<file path="config.mk">
export PLATFORM = sky130hd
export DESIGN_NAME = wnf_core_end_flat
export DESIGN_NICKNAME = d
export VERILOG_FILES = /design/src/design/wnf_pkg.sv /design/src/design/wnf_link_if.sv /design/src/design/wnf_fifo.sv /design/src/design/wnf_core_end.sv /design/src/flat_wrapper.sv
export VERILOG_INCLUDE_DIRS = /design/src /design/src/design
export SDC_FILE = /design/constraint.sdc
export NUM_CORES = 2
export LEC_CHECK = 0
export ABC_AREA = 1
export BUFFER_PORTS_ARGS = -buffer_cell sky130_fd_sc_hd__buf_2
export CAP_MARGIN = 0
export CORE_MARGIN = 4
export CORE_UTILIZATION = 39
export DETAILED_ROUTE_END_ITERATION = 16
export PLACE_DENSITY = 0.56
export SETUP_SLACK_MARGIN = 0.2
export SLEW_MARGIN = 20
export SYNTH_ARGS = -nofsm -noshare
export SYNTH_HDL_FRONTEND = slang
export SYNTH_SLANG_ARGS = --single-unit
</file>
<file path="constraint.sdc">
create_clock -name MCLK -period 4.4 [get_ports MCLK]
set_input_delay 0.44 -clock MCLK [delete_from_list [all_inputs] [get_ports MCLK]]
set_output_delay 0.44 -clock MCLK [all_outputs]
set_load 0.01 [all_outputs]
</file>
<file path="src/design/wnf_cfg.svh">
`ifndef WNF_CFG_SVH
`define WNF_CFG_SVH
// Memory commands legal in wide mode
`define WNF_CMD_MEM_RD 4'h6
`define WNF_CMD_MEM_WR 4'h7
`define WNF_CMD_MEM_RDM 4'hC
`define WNF_CMD_MEM_RDL 4'hE
`define WNF_CMD_WR_BIT 0
// Lane and field positions
`define WNF_HI 63:32
`define WNF_LO 31:0
`define WNF_BE_HI 7:4
`define WNF_BE_LO 3:0
`define WNF_ADDR_ALIGN 2:0
`define WNF_ALIGN_OK 3'h0
// Synchroniser vector layout
`define WNF_SYNC_W 69
`define WNF_PIN_GNT 68
`define WNF_PIN_DEVSEL 67
`define WNF_PIN_TRDY 66
`define WNF_PIN_STOP 65
`define WNF_PIN_ACK 64
// Read buffer: tag bit above a quadword
`define WNF_FIFO_DEPTH 16
`define WNF_FIFO_W 65
`define WNF_TAG_BIT 64
// Counts and steps
`define WNF_LAST_PH 8'h01
`define WNF_NO_PH 8'h00
`define WNF_MIN_WIDE_DW 16'h0004
`define WNF_LEN_MAX 16'h00FF
`define WNF_STEP_DW 32'h00000004
`define WNF_STEP_QW 32'h00000008
`define WNF_PIN_OFF 1'b1
`endif

</file>
<file path="src/design/wnf_pkg.sv">
package wnf_pkg;
  typedef enum logic [7:0] {
    C_IDLE = 8'h01, C_ARB = 8'h02, C_ADDR = 8'h04, C_DATA = 8'h08,
    C_MUXB = 8'h10, C_MUXD = 8'h20, C_GAP = 8'h40, C_END = 8'h80
  } wnf_core_e;
  typedef enum logic [4:0] {
    A_IDLE = 5'h01, A_REQ = 5'h02, A_WAIT = 5'h04, A_DRAIN = 5'h08, A_FIN = 5'h10
  } wnf_app_e;
  typedef logic [63:0] wnf_qword_t;
  typedef logic [7:0] wnf_len_t;
endpackage

</file>
<file path="src/design/wnf_link_if.sv">
`timescale 1ns/1ps
interface wnf_link_if;
  logic req;
  logic wide_transfer_request;
  logic [3:0] cmd;
  logic [31:0] addr;
  wnf_pkg::wnf_len_t len;
  logic [7:0] be;
  wnf_pkg::wnf_qword_t wdata;
  logic [31:0] cur_addr;
  logic busy;
  logic done;
  logic retry;
  wnf_pkg::wnf_len_t moved;
  logic narrow_target_flag;
  wnf_pkg::wnf_qword_t user_addr_data_bus;
  logic rnarrow;
  logic rvalid;
  logic rready;
  modport core (input req, wide_transfer_request, cmd, addr, len, be, wdata, rready,
    output cur_addr, busy, done, retry, moved, narrow_target_flag, user_addr_data_bus, rnarrow, rvalid);
  modport app (output req, wide_transfer_request, cmd, addr, len, be, wdata, rready,
    input cur_addr, busy, done, retry, moved, narrow_target_flag, user_addr_data_bus, rnarrow, rvalid);
endinterface

</file>
<file path="src/design/wnf_fifo.sv">
`timescale 1ns/1ps
`include "wnf_cfg.svh"
module wnf_fifo #(
  parameter int W = `WNF_FIFO_W,
  parameter int DEPTH = `WNF_FIFO_DEPTH,
  parameter int AW = $clog2(DEPTH)
) (
  // Clock and control
  input wire logic clk,
  input wire logic rst_n,
  input wire logic ce,
  // Fill side
  input wire logic in_valid,
  output logic in_ready,
  input wire logic [W-1:0] in_data,
  // Drain side
  output logic out_valid,
  input wire logic out_ready,
  output logic [W-1:0] out_data
);
  logic [W-1:0] mem [DEPTH];
  logic [AW-1:0] wp_r, rp_r;
  logic [AW:0] cnt_r, cnt_nxt;
  logic push, pop;

  assign push = in_valid & in_ready;
  assign pop = out_valid & out_ready;
  assign out_data = mem[rp_r];
  assign cnt_nxt = cnt_r + (AW+1)'(push) - (AW+1)'(pop);

  // Storage has no reset, pointers do
  always_ff @(posedge clk) begin
    if (ce && push) mem[wp_r] <= in_data;
  end

  // Pointers and registered flags
  always_ff @(posedge clk or negedge rst_n) begin
    if (!rst_n) begin
      wp_r <= '0;
      rp_r <= '0;
      cnt_r <= '0;
      in_ready <= 1'b1;
      out_valid <= 1'b0;
    end else if (ce) begin
      if (push) wp_r <= (wp_r == AW'(DEPTH - 1)) ? '0 : wp_r + 1'b1;
      if (pop) rp_r <= (rp_r == AW'(DEPTH - 1)) ? '0 : rp_r + 1'b1;
      cnt_r <= cnt_nxt;
      in_ready <= cnt_nxt != (AW+1)'(DEPTH);
      out_valid <= cnt_nxt != '0;
    end
  end
endmodule // wnf_fifo

</file>
<file path="src/design/wnf_core_end.sv">
// Function
// - Never request wide single-phase transfers
// - Wide transfers start quadword aligned
// - Wide transfers use memory commands only
// - Narrow target: stop after two dword phases
// - After retry reissue identical wide request
// - Raise narrow flag without wide acknowledge
// - Narrow flag selects dword pointer steps
// - Continue leftover data as 32-bit agent
// - Read fallback: wait state copies upper enables
// - Write fallback: next cycle copies upper data
// - Disconnect after first phase: no lane copy
// - Fallback read uses lower half only
// - Watch narrow flag through each transaction
// - Prefer 32-bit continuation after fallback
// - Misaligned continuation must be 32-bit
// - Interface muxes write data lanes itself
// - Wide request arbitrates, then starts wide
`timescale 1ns/1ps
`include "wnf_cfg.svh"
module wnf_core_end #(
  parameter int DEPTH = `WNF_FIFO_DEPTH
) (
  // Clock, reset, enable
  input wire logic MCLK,
  input wire logic RSTN,
  input wire logic CE,
  // Link toward the user application
  wnf_link_if.core LNK,
  // Bus arbitration, active low
  output logic REQ_N,
  input wire logic GNT_N,
  // Bus control, active low
  output logic FRAME_N,
  output logic IRDY_N,
  output logic WIDE_REQ_PIN_N,
  input wire logic DEVSEL_N,
  input wire logic TRDY_N,
  input wire logic STOP_N,
  input wire logic WIDE_ACK_PIN_N,
  // Address/data lanes
  input wire logic [63:0] AD_IN,
  output logic [63:0] AD_OUT,
  output logic AD_OE,
  // Command and byte enables
  output logic [7:0] BUS_CMD_BYTE_ENABLE_PINS,
  output logic BUS_CMD_BYTE_ENABLE_PINS_OE
);
  wnf_pkg::wnf_core_e st_r, st_nxt;
  logic [`WNF_SYNC_W-1:0] meta_r, pin_r;
  logic gnt, devsel, trdy, stop, ack64;
  logic wide_r, write_r, flag_r, half_r, gap_r, fb, narrow_now, ph_done, term_nd, in_frame;
  logic [3:0] cmd_r;
  logic [7:0] be_r;
  logic [31:0] cur_r;
  wnf_pkg::wnf_len_t left_r, moved_r;
  logic fifo_in_ready;

  // Two-stage synchroniser on every bus input
  always_ff @(posedge MCLK or negedge RSTN) begin
    if (!RSTN) begin
      meta_r <= '0;
      pin_r <= '0;
    end else if (CE) begin
      meta_r <= {~GNT_N, ~DEVSEL_N, ~TRDY_N, ~STOP_N, ~WIDE_ACK_PIN_N, AD_IN};
      pin_r <= meta_r;
    end
  end

  assign gnt = pin_r[`WNF_PIN_GNT];
  assign devsel = pin_r[`WNF_PIN_DEVSEL];
  assign trdy = pin_r[`WNF_PIN_TRDY];
  assign stop = pin_r[`WNF_PIN_STOP];
  assign ack64 = pin_r[`WNF_PIN_ACK];

  // A claim without the wide acknowledge marks a narrow target
  assign fb = wide_r && devsel && !ack64;
  assign narrow_now = !wide_r || fb || flag_r;
  assign ph_done = (st_r == wnf_pkg::C_DATA) && !IRDY_N && devsel && trdy;
  assign term_nd = (st_r == wnf_pkg::C_DATA) && stop && !trdy;
  assign in_frame = (st_nxt != wnf_pkg::C_IDLE) && (st_nxt != wnf_pkg::C_ARB) && (st_nxt != wnf_pkg::C_END);

  // Transaction sequencer
  always_comb begin
    st_nxt = st_r;
    case (st_r)
      wnf_pkg::C_IDLE: if (LNK.req || LNK.wide_transfer_request) st_nxt = wnf_pkg::C_ARB;
      wnf_pkg::C_ARB: if (gnt) st_nxt = wnf_pkg::C_ADDR;
      wnf_pkg::C_ADDR: st_nxt = wnf_pkg::C_DATA;
      wnf_pkg::C_DATA: begin
        if (term_nd) begin
          st_nxt = wnf_pkg::C_END;
        end else if (ph_done && (fb || flag_r)) begin
          // Second narrow phase or a disconnect ends it here
          if (half_r || stop) st_nxt = wnf_pkg::C_END;
          else st_nxt = wnf_pkg::C_MUXB;
        end else if (ph_done) begin
          if (stop || left_r == `WNF_LAST_PH) st_nxt = wnf_pkg::C_END;
          else st_nxt = wnf_pkg::C_GAP;
        end
      end
      wnf_pkg::C_MUXB: st_nxt = write_r ? wnf_pkg::C_MUXD : wnf_pkg::C_DATA;
      wnf_pkg::C_MUXD: st_nxt = wnf_pkg::C_DATA;
      wnf_pkg::C_GAP: if (gap_r) st_nxt = wnf_pkg::C_DATA;
      wnf_pkg::C_END: st_nxt = wnf_pkg::C_IDLE;
      default: st_nxt = wnf_pkg::C_IDLE;
    endcase
  end

  always_ff @(posedge MCLK or negedge RSTN) begin
    if (!RSTN) st_r <= wnf_pkg::C_IDLE;
    else if (CE) st_r <= st_nxt;
  end

  // Gap lasts two cycles so the next write word has settled
  always_ff @(posedge MCLK or negedge RSTN) begin
    if (!RSTN) gap_r <= 1'b0;
    else if (CE) gap_r <= (st_r == wnf_pkg::C_GAP) && !gap_r;
  end

  // Request capture and phase bookkeeping
  always_ff @(posedge MCLK or negedge RSTN) begin
    if (!RSTN) begin
      wide_r <= 1'b0;
      write_r <= 1'b0;
      cmd_r <= '0;
      be_r <= '0;
      cur_r <= '0;
      left_r <= '0;
      moved_r <= '0;
      half_r <= 1'b0;
    end else if (CE) begin
      if (st_r == wnf_pkg::C_IDLE && st_nxt == wnf_pkg::C_ARB) begin
        wide_r <= LNK.wide_transfer_request;
        write_r <= LNK.cmd[`WNF_CMD_WR_BIT];
        cmd_r <= LNK.cmd;
        be_r <= LNK.be;
        cur_r <= LNK.addr;
        left_r <= LNK.len;
        moved_r <= '0;
        half_r <= 1'b0;
      end else if (ph_done) begin
        cur_r <= cur_r + (narrow_now ? `WNF_STEP_DW : `WNF_STEP_QW);
        left_r <= left_r - `WNF_LAST_PH;
        moved_r <= moved_r + `WNF_LAST_PH;
        half_r <= half_r | fb | flag_r;
      end
    end
  end

  // Narrow-target flag: cleared at the next start, set on a narrow claim
  always_ff @(posedge MCLK or negedge RSTN) begin
    if (!RSTN) flag_r <= 1'b0;
    else if (CE) begin
      if (st_r == wnf_pkg::C_DATA && fb) flag_r <= 1'b1;
      else if (st_r == wnf_pkg::C_IDLE && st_nxt == wnf_pkg::C_ARB) flag_r <= 1'b0;
    end
  end

  // Bus control pins; reads stall while the buffer has no room
  always_ff @(posedge MCLK or negedge RSTN) begin
    if (!RSTN) begin
      REQ_N <= `WNF_PIN_OFF;
      FRAME_N <= `WNF_PIN_OFF;
      IRDY_N <= `WNF_PIN_OFF;
      WIDE_REQ_PIN_N <= `WNF_PIN_OFF;
    end else if (CE) begin
      REQ_N <= st_nxt != wnf_pkg::C_ARB;
      FRAME_N <= !in_frame;
      WIDE_REQ_PIN_N <= !(in_frame && wide_r);
      IRDY_N <= !(st_nxt == wnf_pkg::C_DATA && (write_r || (fifo_in_ready && !(ph_done && !write_r))));
    end
  end

  // Address, data and byte-enable lanes
  always_ff @(posedge MCLK or negedge RSTN) begin
    if (!RSTN) begin
      AD_OUT <= '0;
      AD_OE <= 1'b0;
      BUS_CMD_BYTE_ENABLE_PINS <= '0;
      BUS_CMD_BYTE_ENABLE_PINS_OE <= 1'b0;
    end else if (CE) begin
      BUS_CMD_BYTE_ENABLE_PINS_OE <= in_frame;
      if (st_nxt == wnf_pkg::C_ADDR) begin
        AD_OUT <= {32'h00000000, cur_r}; // Upper half driven, not used
        AD_OE <= 1'b1;
        BUS_CMD_BYTE_ENABLE_PINS <= {4'h0, cmd_r};
      end else if ((st_r == wnf_pkg::C_ADDR || st_r == wnf_pkg::C_GAP) && st_nxt == wnf_pkg::C_DATA) begin
        AD_OUT <= LNK.wdata;
        AD_OE <= write_r;
        BUS_CMD_BYTE_ENABLE_PINS <= be_r;
      end else if (st_nxt == wnf_pkg::C_MUXB) begin
        BUS_CMD_BYTE_ENABLE_PINS[`WNF_BE_LO] <= BUS_CMD_BYTE_ENABLE_PINS[`WNF_BE_HI];
      end else if (st_nxt == wnf_pkg::C_MUXD) begin
        AD_OUT[`WNF_LO] <= AD_OUT[`WNF_HI];
      end else if (!in_frame) begin
        AD_OE <= 1'b0;
      end
    end
  end

  // Completion report, held by flops for the link
  always_ff @(posedge MCLK or negedge RSTN) begin
    if (!RSTN) begin
      LNK.busy <= 1'b0;
      LNK.done <= 1'b0;
      LNK.retry <= 1'b0;
    end else if (CE) begin
      LNK.busy <= st_nxt != wnf_pkg::C_IDLE;
      LNK.done <= st_r == wnf_pkg::C_END;
      LNK.retry <= (st_r == wnf_pkg::C_END) && (moved_r == `WNF_NO_PH);
    end
  end

  assign LNK.cur_addr = cur_r;
  assign LNK.moved = moved_r;
  assign LNK.narrow_target_flag = flag_r;

  // Read buffer; tag marks words that carry one dword in the low lanes
  wnf_fifo #(.W(`WNF_FIFO_W), .DEPTH(DEPTH)) u_rdbuf (
    .clk(MCLK),
    .rst_n(RSTN),
    .ce(CE),
    .in_valid(ph_done && !write_r),
    .in_ready(fifo_in_ready),
    .in_data({narrow_now, pin_r[63:0]}),
    .out_valid(LNK.rvalid),
    .out_ready(LNK.rready),
    .out_data({LNK.rnarrow, LNK.user_addr_data_bus})
  );
endmodule // wnf_core_end

</file>
<file path="src/flat_wrapper.sv">
// flat-port wrapper written by rule: the top's interface ports become plain ports
module wnf_core_end_flat 
#(
  parameter int DEPTH = `WNF_FIFO_DEPTH
)
  (MCLK, RSTN, CE, REQ_N, GNT_N, FRAME_N, IRDY_N, WIDE_REQ_PIN_N, DEVSEL_N, TRDY_N, STOP_N, WIDE_ACK_PIN_N, AD_IN, AD_OUT, AD_OE, BUS_CMD_BYTE_ENABLE_PINS, BUS_CMD_BYTE_ENABLE_PINS_OE, LNK_req, LNK_wide_transfer_request, LNK_cmd, LNK_addr, LNK_len, LNK_be, LNK_wdata, LNK_rready, LNK_cur_addr, LNK_busy, LNK_done, LNK_retry, LNK_moved, LNK_narrow_target_flag, LNK_user_addr_data_bus, LNK_rnarrow, LNK_rvalid);
  wnf_link_if LNK_i ();
  input wire logic MCLK;
  input wire logic RSTN;
  input wire logic CE;
  output logic REQ_N;
  input wire logic GNT_N;
  output logic FRAME_N;
  output logic IRDY_N;
  output logic WIDE_REQ_PIN_N;
  input wire logic DEVSEL_N;
  input wire logic TRDY_N;
  input wire logic STOP_N;
  input wire logic WIDE_ACK_PIN_N;
  input wire logic [63:0] AD_IN;
  output logic [63:0] AD_OUT;
  output logic AD_OE;
  output logic [7:0] BUS_CMD_BYTE_ENABLE_PINS;
  output logic BUS_CMD_BYTE_ENABLE_PINS_OE;
  input wire logic [$bits(LNK_i.req)-1:0] LNK_req;
  input wire logic [$bits(LNK_i.wide_transfer_request)-1:0] LNK_wide_transfer_request;
  input wire logic [$bits(LNK_i.cmd)-1:0] LNK_cmd;
  input wire logic [$bits(LNK_i.addr)-1:0] LNK_addr;
  input wire logic [$bits(LNK_i.len)-1:0] LNK_len;
  input wire logic [$bits(LNK_i.be)-1:0] LNK_be;
  input wire logic [$bits(LNK_i.wdata)-1:0] LNK_wdata;
  input wire logic [$bits(LNK_i.rready)-1:0] LNK_rready;
  output wire logic [$bits(LNK_i.cur_addr)-1:0] LNK_cur_addr;
  output wire logic [$bits(LNK_i.busy)-1:0] LNK_busy;
  output wire logic [$bits(LNK_i.done)-1:0] LNK_done;
  output wire logic [$bits(LNK_i.retry)-1:0] LNK_retry;
  output wire logic [$bits(LNK_i.moved)-1:0] LNK_moved;
  output wire logic [$bits(LNK_i.narrow_target_flag)-1:0] LNK_narrow_target_flag;
  output wire logic [$bits(LNK_i.user_addr_data_bus)-1:0] LNK_user_addr_data_bus;
  output wire logic [$bits(LNK_i.rnarrow)-1:0] LNK_rnarrow;
  output wire logic [$bits(LNK_i.rvalid)-1:0] LNK_rvalid;
  assign LNK_i.req = LNK_req;
  assign LNK_i.wide_transfer_request = LNK_wide_transfer_request;
  assign LNK_i.cmd = LNK_cmd;
  assign LNK_i.addr = LNK_addr;
  assign LNK_i.len = LNK_len;
  assign LNK_i.be = LNK_be;
  assign LNK_i.wdata = LNK_wdata;
  assign LNK_i.rready = LNK_rready;
  assign LNK_cur_addr = LNK_i.cur_addr;
  assign LNK_busy = LNK_i.busy;
  assign LNK_done = LNK_i.done;
  assign LNK_retry = LNK_i.retry;
  assign LNK_moved = LNK_i.moved;
  assign LNK_narrow_target_flag = LNK_i.narrow_target_flag;
  assign LNK_user_addr_data_bus = LNK_i.user_addr_data_bus;
  assign LNK_rnarrow = LNK_i.rnarrow;
  assign LNK_rvalid = LNK_i.rvalid;
  wnf_core_end #(.DEPTH(DEPTH)) u_core (.MCLK(MCLK), .RSTN(RSTN), .CE(CE), .LNK(LNK_i), .REQ_N(REQ_N), .GNT_N(GNT_N), .FRAME_N(FRAME_N), .IRDY_N(IRDY_N), .WIDE_REQ_PIN_N(WIDE_REQ_PIN_N), .DEVSEL_N(DEVSEL_N), .TRDY_N(TRDY_N), .STOP_N(STOP_N), .WIDE_ACK_PIN_N(WIDE_ACK_PIN_N), .AD_IN(AD_IN), .AD_OUT(AD_OUT), .AD_OE(AD_OE), .BUS_CMD_BYTE_ENABLE_PINS(BUS_CMD_BYTE_ENABLE_PINS), .BUS_CMD_BYTE_ENABLE_PINS_OE(BUS_CMD_BYTE_ENABLE_PINS_OE));
endmodule
</file>
=== Yosys cells after proc, flatten, opt, wreduce, memory -nomap -nowiden ===
Memories as Yosys holds them, arrays and structs flattened.
Cells that the tools add are included.

* Register bits after elaboration: 307
* Output and inout bits: 188
* Bits of input ports: 191
* Bits in writable memories: 1040
* Word-level logic and storage cells: 165
* Memories kept: 1

* Reductions and logical operators: 55
* Multiplexer cells: 39
* Bitwise gates (word level): 9
* Eq/ne operators: 23
* Add/subtract/negate cells: 7

{| class="wikitable"
|+ Memories
! name !! depth !! bits a word !! rd ports !! clocked after Yosys merged registers in !! write ports !! line !! text
|-
| u_core.u_rdbuf.mem || 16 || 65 || 1 || 0 || 1 || wnf_fifo.sv:21 || <nowiki>logic [W-1:0] mem [DEPTH];</nowiki>
|}

{| class="wikitable"
|+ Operators by type and width
! operator !! count
|-
| $mux W32 || 6
|-
| $mux W8 || 13
|-
| $mux W64 || 1
|-
| $pmux W8 S6 || 1
|-
| $add A32 B32 Y32 || 1
|-
| $mux W4 || 6
|-
| $logic_and A1 B1 Y1 || 20
|-
| $eq A8 B1 Y1 const B || 2
|-
| $eq A8 B2 Y1 const B || 2
|-
| $eq A8 B3 Y1 const B || 2
|-
| $eq A8 B4 Y1 const B || 2
|-
| $eq A8 B5 Y1 const B || 2
|-
| $eq A8 B6 Y1 const B || 2
|-
| $reduce_and A2 Y1 || 7
|-
| $mux W1 || 11
|-
| $logic_not A1 Y1 || 10
|-
| $add A4 B1 Y4 const B || 2
|-
| $add A8 B1 Y8 const B || 1
|-
| $eq A4 B4 Y1 const B || 2
|-
| $eq A8 B7 Y1 const B || 1
|-
| $eq A8 B8 Y1 const B || 1
|-
| $logic_not A8 Y1 || 1
|-
| $logic_or A1 B1 Y1 || 8
|-
| $ne A8 B1 Y1 const B || 1
|-
| 18 further kinds || 28
|}

=== Logic depth before layout (Yosys ltp) ===
* Word-level depth: 16
* Depth in mapped cells: 18

=== Cells and area by module ===
From an unflattened synthesis, not the netlist that was laid out.

* Cell total of the unflattened synthesis: 5393
* Area, all modules: 56381.6 µm²

{| class="wikitable"
|+ By module, submodules not included
! module !! times used !! cells each !! area an instance (µm²) !! sequential area each (µm²)
|-
| wnf_fifo || 1 || 3658 || 42603.4 || 31606.6
|-
| wnf_core_end || 1 || 1735 || 13778.2 || 7288.2
|}

=== Least setup slack after synthesis ===
OpenSTA, ideal clock, no wires.

* Kind: register to register
* Start point: register u_core.st_r[7]
* End point: memory u_core.u_rdbuf.mem[15][0] in the netlist's numbering (enable)
* Arrival: 4.157 ns
* Stages on the path, launching flop included: 12
* Library setup time: 0.490 ns
* Path slack: -0.247 ns
* Data required time: 3.910 ns
* Cell sequence: dfrtp_1 > inv_2 > nand2_1 > nor2_4 > nand2_2 > nor2_4 > nand2_1 > inv_2 > nand2_1 > nor2_4 > nand2_2 > nor2_1

* Longest elaborated chain between the ends: 9

{| class="wikitable"
|+ Ends and longest elaborated chain
! element !! line !! text
|-
| start: declaration || wnf_core_end.sv:49 || <nowiki>wnf_pkg::wnf_core_e st_r, st_nxt;</nowiki>
|-
| start signal: assignment || wnf_core_end.sv:111 || <nowiki>if (!RSTN) st_r <= wnf_pkg::C_IDLE;</nowiki>
|-
| start signal: assignment || wnf_core_end.sv:112 || <nowiki>else if (CE) st_r <= st_nxt;</nowiki>
|-
| $eq A8 B4 Y1 || wnf_core_end.sv:79 || <nowiki>assign ph_done = (st_r == wnf_pkg::C_DATA) && !IRDY_N && devsel && trdy;</nowiki>
|-
| $logic_and A1 B1 Y1 (3 in a row) || wnf_core_end.sv:79 ||
|-
| $logic_and A1 B1 Y1 || wnf_core_end.sv:224 || <nowiki>.in_valid(ph_done && !write_r),</nowiki>
|-
| $and A1 B1 Y1 || wnf_fifo.sv:26 || <nowiki>assign push = in_valid & in_ready;</nowiki>
|-
| $logic_and A1 B1 Y1 || wnf_fifo.sv:33 || <nowiki>if (ce && push) mem[wp_r] <= in_data;</nowiki>
|-
| $mux W1 || wnf_fifo.sv:33 ||
|-
| $mux W1 (not written as such) || wnf_fifo.sv:33 ||
|-
| end: declaration || wnf_fifo.sv:21 ||
|}

No other way between the ends.

=== Final worst setup path ===
* Start point: register u_core.u_rdbuf.rp_r[0]
* End point: output LNK_user_addr_data_bus[31]

* Longest elaborated chain between the ends: 1

{| class="wikitable"
|+ Ends and longest elaborated chain
! element !! line !! text
|-
| start: declaration || wnf_fifo.sv:22 || <nowiki>logic [AW-1:0] wp_r, rp_r;</nowiki>
|-
| start signal: assignment || wnf_fifo.sv:46 || <nowiki>if (pop) rp_r <= (rp_r == AW'(DEPTH - 1)) ? '0 : rp_r + 1'b1;</nowiki>
|-
| $mem_v2 Z16 W65 || n/a ||
|-
| end: declaration || flat_wrapper.sv:39 || <nowiki>output wire logic [$bits(LNK_i.user_addr_data_bus)-1:0] LNK_user_addr_data_bus;</nowiki>
|}

No other way between the ends.

==> flow_summary_export.csv <==
group,metric,value,unit
outcome,status,"finished clean",
sta,fin_ws,580,ps
worst_setup_path,cp-end-kind,"primary output",
sta,setup_violations,0,
die,start_util,39.4,%
worst_setup_path,crit_slowest_cell,"dfrtp_4",
synthesis,synth-edff-count,1040,
power_and_ir_drop,power_frac_seq,39.6,%
place,place_congestion,0.931,
layout,register_area,38900,um2
clock_network,cts_hold_buf,157,
die,boundaryPins,379,
sta,worstMarginPinSlew,1070,ps
sta,slew_headroom,28.3,%
synthesis,synthesis.nets,4821,
place,pre_cts_slack,928,ps
drt,drt_wl_total,157000,um
global_routing,track_usage,21.3,%
worst_setup_path,critPathKind,"flip-flop to primary output",
layout,finalInstanceArea,64600,um2
worst_setup_path,cp_cell_sequence,"inv_8 > buf_4 > o21ai_0 > o221ai_1 > nand3_1 > nand3_1 > buf_2",
place,place_area,58200,um2
synthesis,yosys_warnings,0,
worst_setup_path,critical_path_arrival,3380,ps
synthesis,synth_top_area_cell,"edfxtp_1",
worst_setup_path,crit_family,"buffers and inverters",
layout,syn_to_final_growth,19.3,%
global_routing,grt_max_degree,210,
layout,mostFrequentLayoutCell,"edfxtp_1",
sta,fin_crit,3820,ps
place,io_buffers,378,
sta,min_period_over_period,86.8,%
synthesis,synth-seq-area-share,71.8,%
worst_setup_path,critPathMaxFanout,111,
synthesis,synthTopCellsByArea,"edfxtp_1 (58%), dfrtp_1 (14%), o21ai_0 (6.8%), nand2_1 (5.1%), nor2_1 (4.3%)",
drt,drc,0,
clock_network,cts_resized,0,
global_routing,grt_antenna_before_repair,10,
clock_network,clk_path_buf_depth,3,
die,core-area,138000,um2
power_and_ir_drop,p_sw_share,35.9,%
global_routing,grt.overflow.total,0,
sta,rsz0062_at_grt,"no",
worst_setup_path,crit_path_max_incr_delay,610,ps
place,dp_cells,6573,
die,rows,136,
layout,final_layout_size_suffix_gt1_share,14.1,%
clock_network,worstSkewPairLatency,770,ps
synthesis,synthFlopType,"edfxtp_1",
sta,hold_viol_final,0,
worst_setup_path,path_common_cell,"nand3_1",
clock_network,h-tree-depth,4,
synthesis,synth_cells,4612,
layout,nets,5294,
drt,post_drt_wl_per_cell,22.4,um
clock_network,cts_sinks,1346,
run,drv_cap,0,
drt,dr.pass1.iters,8,
drt,vias,37229,
die,dieArea,145000,um2
sta,fmax,262,MHz
worst_setup_path,cp.required,3960,ps
drt,ant_nets,0,
synthesis,syn_area_per_cell,11.7,um2
synthesis,synth.top_cell.area_share,57.6,%
die,die_h,381,um
sta,slew_violations,0,
power_and_ir_drop,intPower,0.0256,W
synthesis,ys_ff_latch,1346,
power_and_ir_drop,net-switching-power,0.0143,W
sta,skew,48.2,ps
layout,nFillCells,12360,
clock_network,cts_tree,"built",
layout,layout_common_cells,"edfxtp_1 (1040), nand2_1 (743), o21ai_0 (735)",
layout,multi_input_area,13600,um2
synthesis,async_flop_share,22.7,%
synthesis,syn_area,54200,um2
synthesis,synth_cell_type_count,44,
power_and_ir_drop,clkPwrFrac,30.8,%
power_and_ir_drop,pwr-share-comb,29.6,%
layout,finalNonFillerCells,7012,
global_routing,grt_pass1_vias,37250,
power_and_ir_drop,powerDensity,616,nW/um2
sta,fin_setup_tns,0,ps
clock_network,cts-root-buf,"clkbuf_16",
drt,viasPerCell,5.31,
place,hpwl,88800,um
worst_setup_path,start_kind,"flip-flop",
clock_network,post_cts_buffers,0,
drt,drt_iter0_drc,3430,
die,fp.dieW,381,um
clock_network,cts_made_buffers,147,
global_routing,grt_pass1_wl,236000,um
worst_setup_path,worst-path-buf-inv,3,
min_path,min_path_type,"input port to flip-flop",
power_and_ir_drop,peakVddDrop,402,uV
clock_network,clk_pin_slew_worst_paths,60,ps
power_and_ir_drop,power.leakage,24.1,nW
-- cells in the mapped netlist, types with 2 or more instances --
cell and count:
buf_4 8, ha_1 16, inv_1 151, nor2_2 2, o22ai_1 156, buf_2 45, a21oi_1 11, fa_1 2
dfrtp_1 300, o21a_1 5, clkbuf_1 231, nor3_1 24, nand3_1 260, nand4_1 8, buf_1 9, a31oi_1 16
clkinv_1 2, buf_6 4, o211ai_1 35, edfxtp_1 1040, nand2_4 2, xor2_1 26, dfstp_2 6, o21ai_1 13
inv_2 9, nor2_4 5, xnor2_1 6, o221ai_1 104, nor4_1 2, or2_2 3, nand2_2 6, nand2_1 743
nand3_2 2, nor2_1 616, o21ai_0 735
-- stage by stage --
stage	utilization [%]	hold slack [ps]	power, W
after global placement	42.3	451	0.0278
after global routing	47.0	35.5	0.0421
final	47.0	71.3	0.0398
after floorplan	-	144	0.0228
after CTS	46.9	1.12	0.0403
after detailed placement	42.3	455	0.0279
-- power by group through the flow --
stage          logic, W  clock network [W]  registers, W
3_3_place_gp     0.0118                  0        0.0160
5_1_grt          0.0131             0.0131        0.0159
4_1_cts          0.0120             0.0125        0.0158
6_report         0.0118             0.0123        0.0158
2_1_floorplan   0.00708                  0        0.0157
3_5_place_dp     0.0119                  0        0.0160
-- flip-flops by register name (all words and copies together), names as in the netlist, 4 cells and up --
| register | cells |
|---|---|
| u_core.AD_OUT | 64 |
| u_core.BUS_CMD_BYTE_ENABLE_PINS | 8 |
| u_core.LNK.cur_addr | 32 |
| u_core.LNK.moved | 8 |
| u_core.be_r | 8 |
| u_core.cmd_r | 4 |
| u_core.left_r | 8 |
| u_core.meta_r | 69 |
| u_core.pin_r | 69 |
| u_core.st_r | 8 |
| u_core.u_rdbuf.cnt_r | 5 |
| u_core.u_rdbuf.mem | 1040 |
| u_core.u_rdbuf.rp_r | 4 |
| u_core.u_rdbuf.wp_r | 4 |
-- worst reg2reg max path: stages, from the launching register on --
cell and delay (ps):
dfrtp_1 360, inv_1 60, nand3_1 90, nand2_1 150, nor2_1 130, inv_1 440, ha_1 250, inv_1 60
fa_1 470, nor3_2 370, nand2_1 180, nor3_1 290, nand2_1 90, a21oi_1 180, o21ai_0 120, nand2_1 90
nand2_1 60, inv_1 50
-- worst paths after layout --
kind,start,endpoint,slack (ps),cells past startpoint
setup / recovery,u_core.u_rdbuf.rp_r[0],LNK_user_addr_data_bus[31],580,7
hold / removal,LNK_wdata[27],u_core.AD_OUT[27],70,5
setup reg to reg,u_core.pin_r[64],u_core.LNK.cur_addr[20],910,17
hold reg to reg,u_core.meta_r[61],u_core.meta_r[61],470,2
max in group asynchronous,RSTN,u_core.pin_r[23],3140,3
min in group asynchronous,RSTN,u_core.be_r[6],250,2
-- area by class of cell --
cell class | instances | area share, %
diodes | 7 | 0.0271
clock buffers | 217 | 6.46
clock inverters | 58 | 1.04
inverters | 162 | 0.972
multi-input cells | 2807 | 21.0
flip-flops and latches | 1346 | 60.2
well taps | 1794 | 3.47
repair buffers | 621 | 6.85
-- cell families (layout without fill, tap and decap cells) --
group                    count (synthesis)  after routing  share of synthesized area [%]
AND/OR/NAND/NOR                       1677           1677                           12.5
buffers and inverters                  459           1058                           3.39
other                                    0              7                              0
adder cells (fa/ha/maj)                 18             18                          0.443
flip-flops                            1346           1346                           71.8
AO/OA/AOI/OAI                         1080           1080                           11.3
XOR/XNOR                                32             32                          0.517
-- metal layers --
| metal | global-route usage, % | part of all wire (%) | routed length (um) | vias up |
|---|---|---|---|---|
| met5 | 0 | 0 | 0 | - |
| met2 | 36.0 | 49 | 76400 | 1181 |
| met1 | 27.6 | 42 | 65800 | 18388 |
| met4 | 6.87 | 2.9 | 4600 | 0 |
| met3 | 4.30 | 6.4 | 10000 | 221 |
| li1 | - | - | - | 17439 |
(Power assumes the default switching activity.)
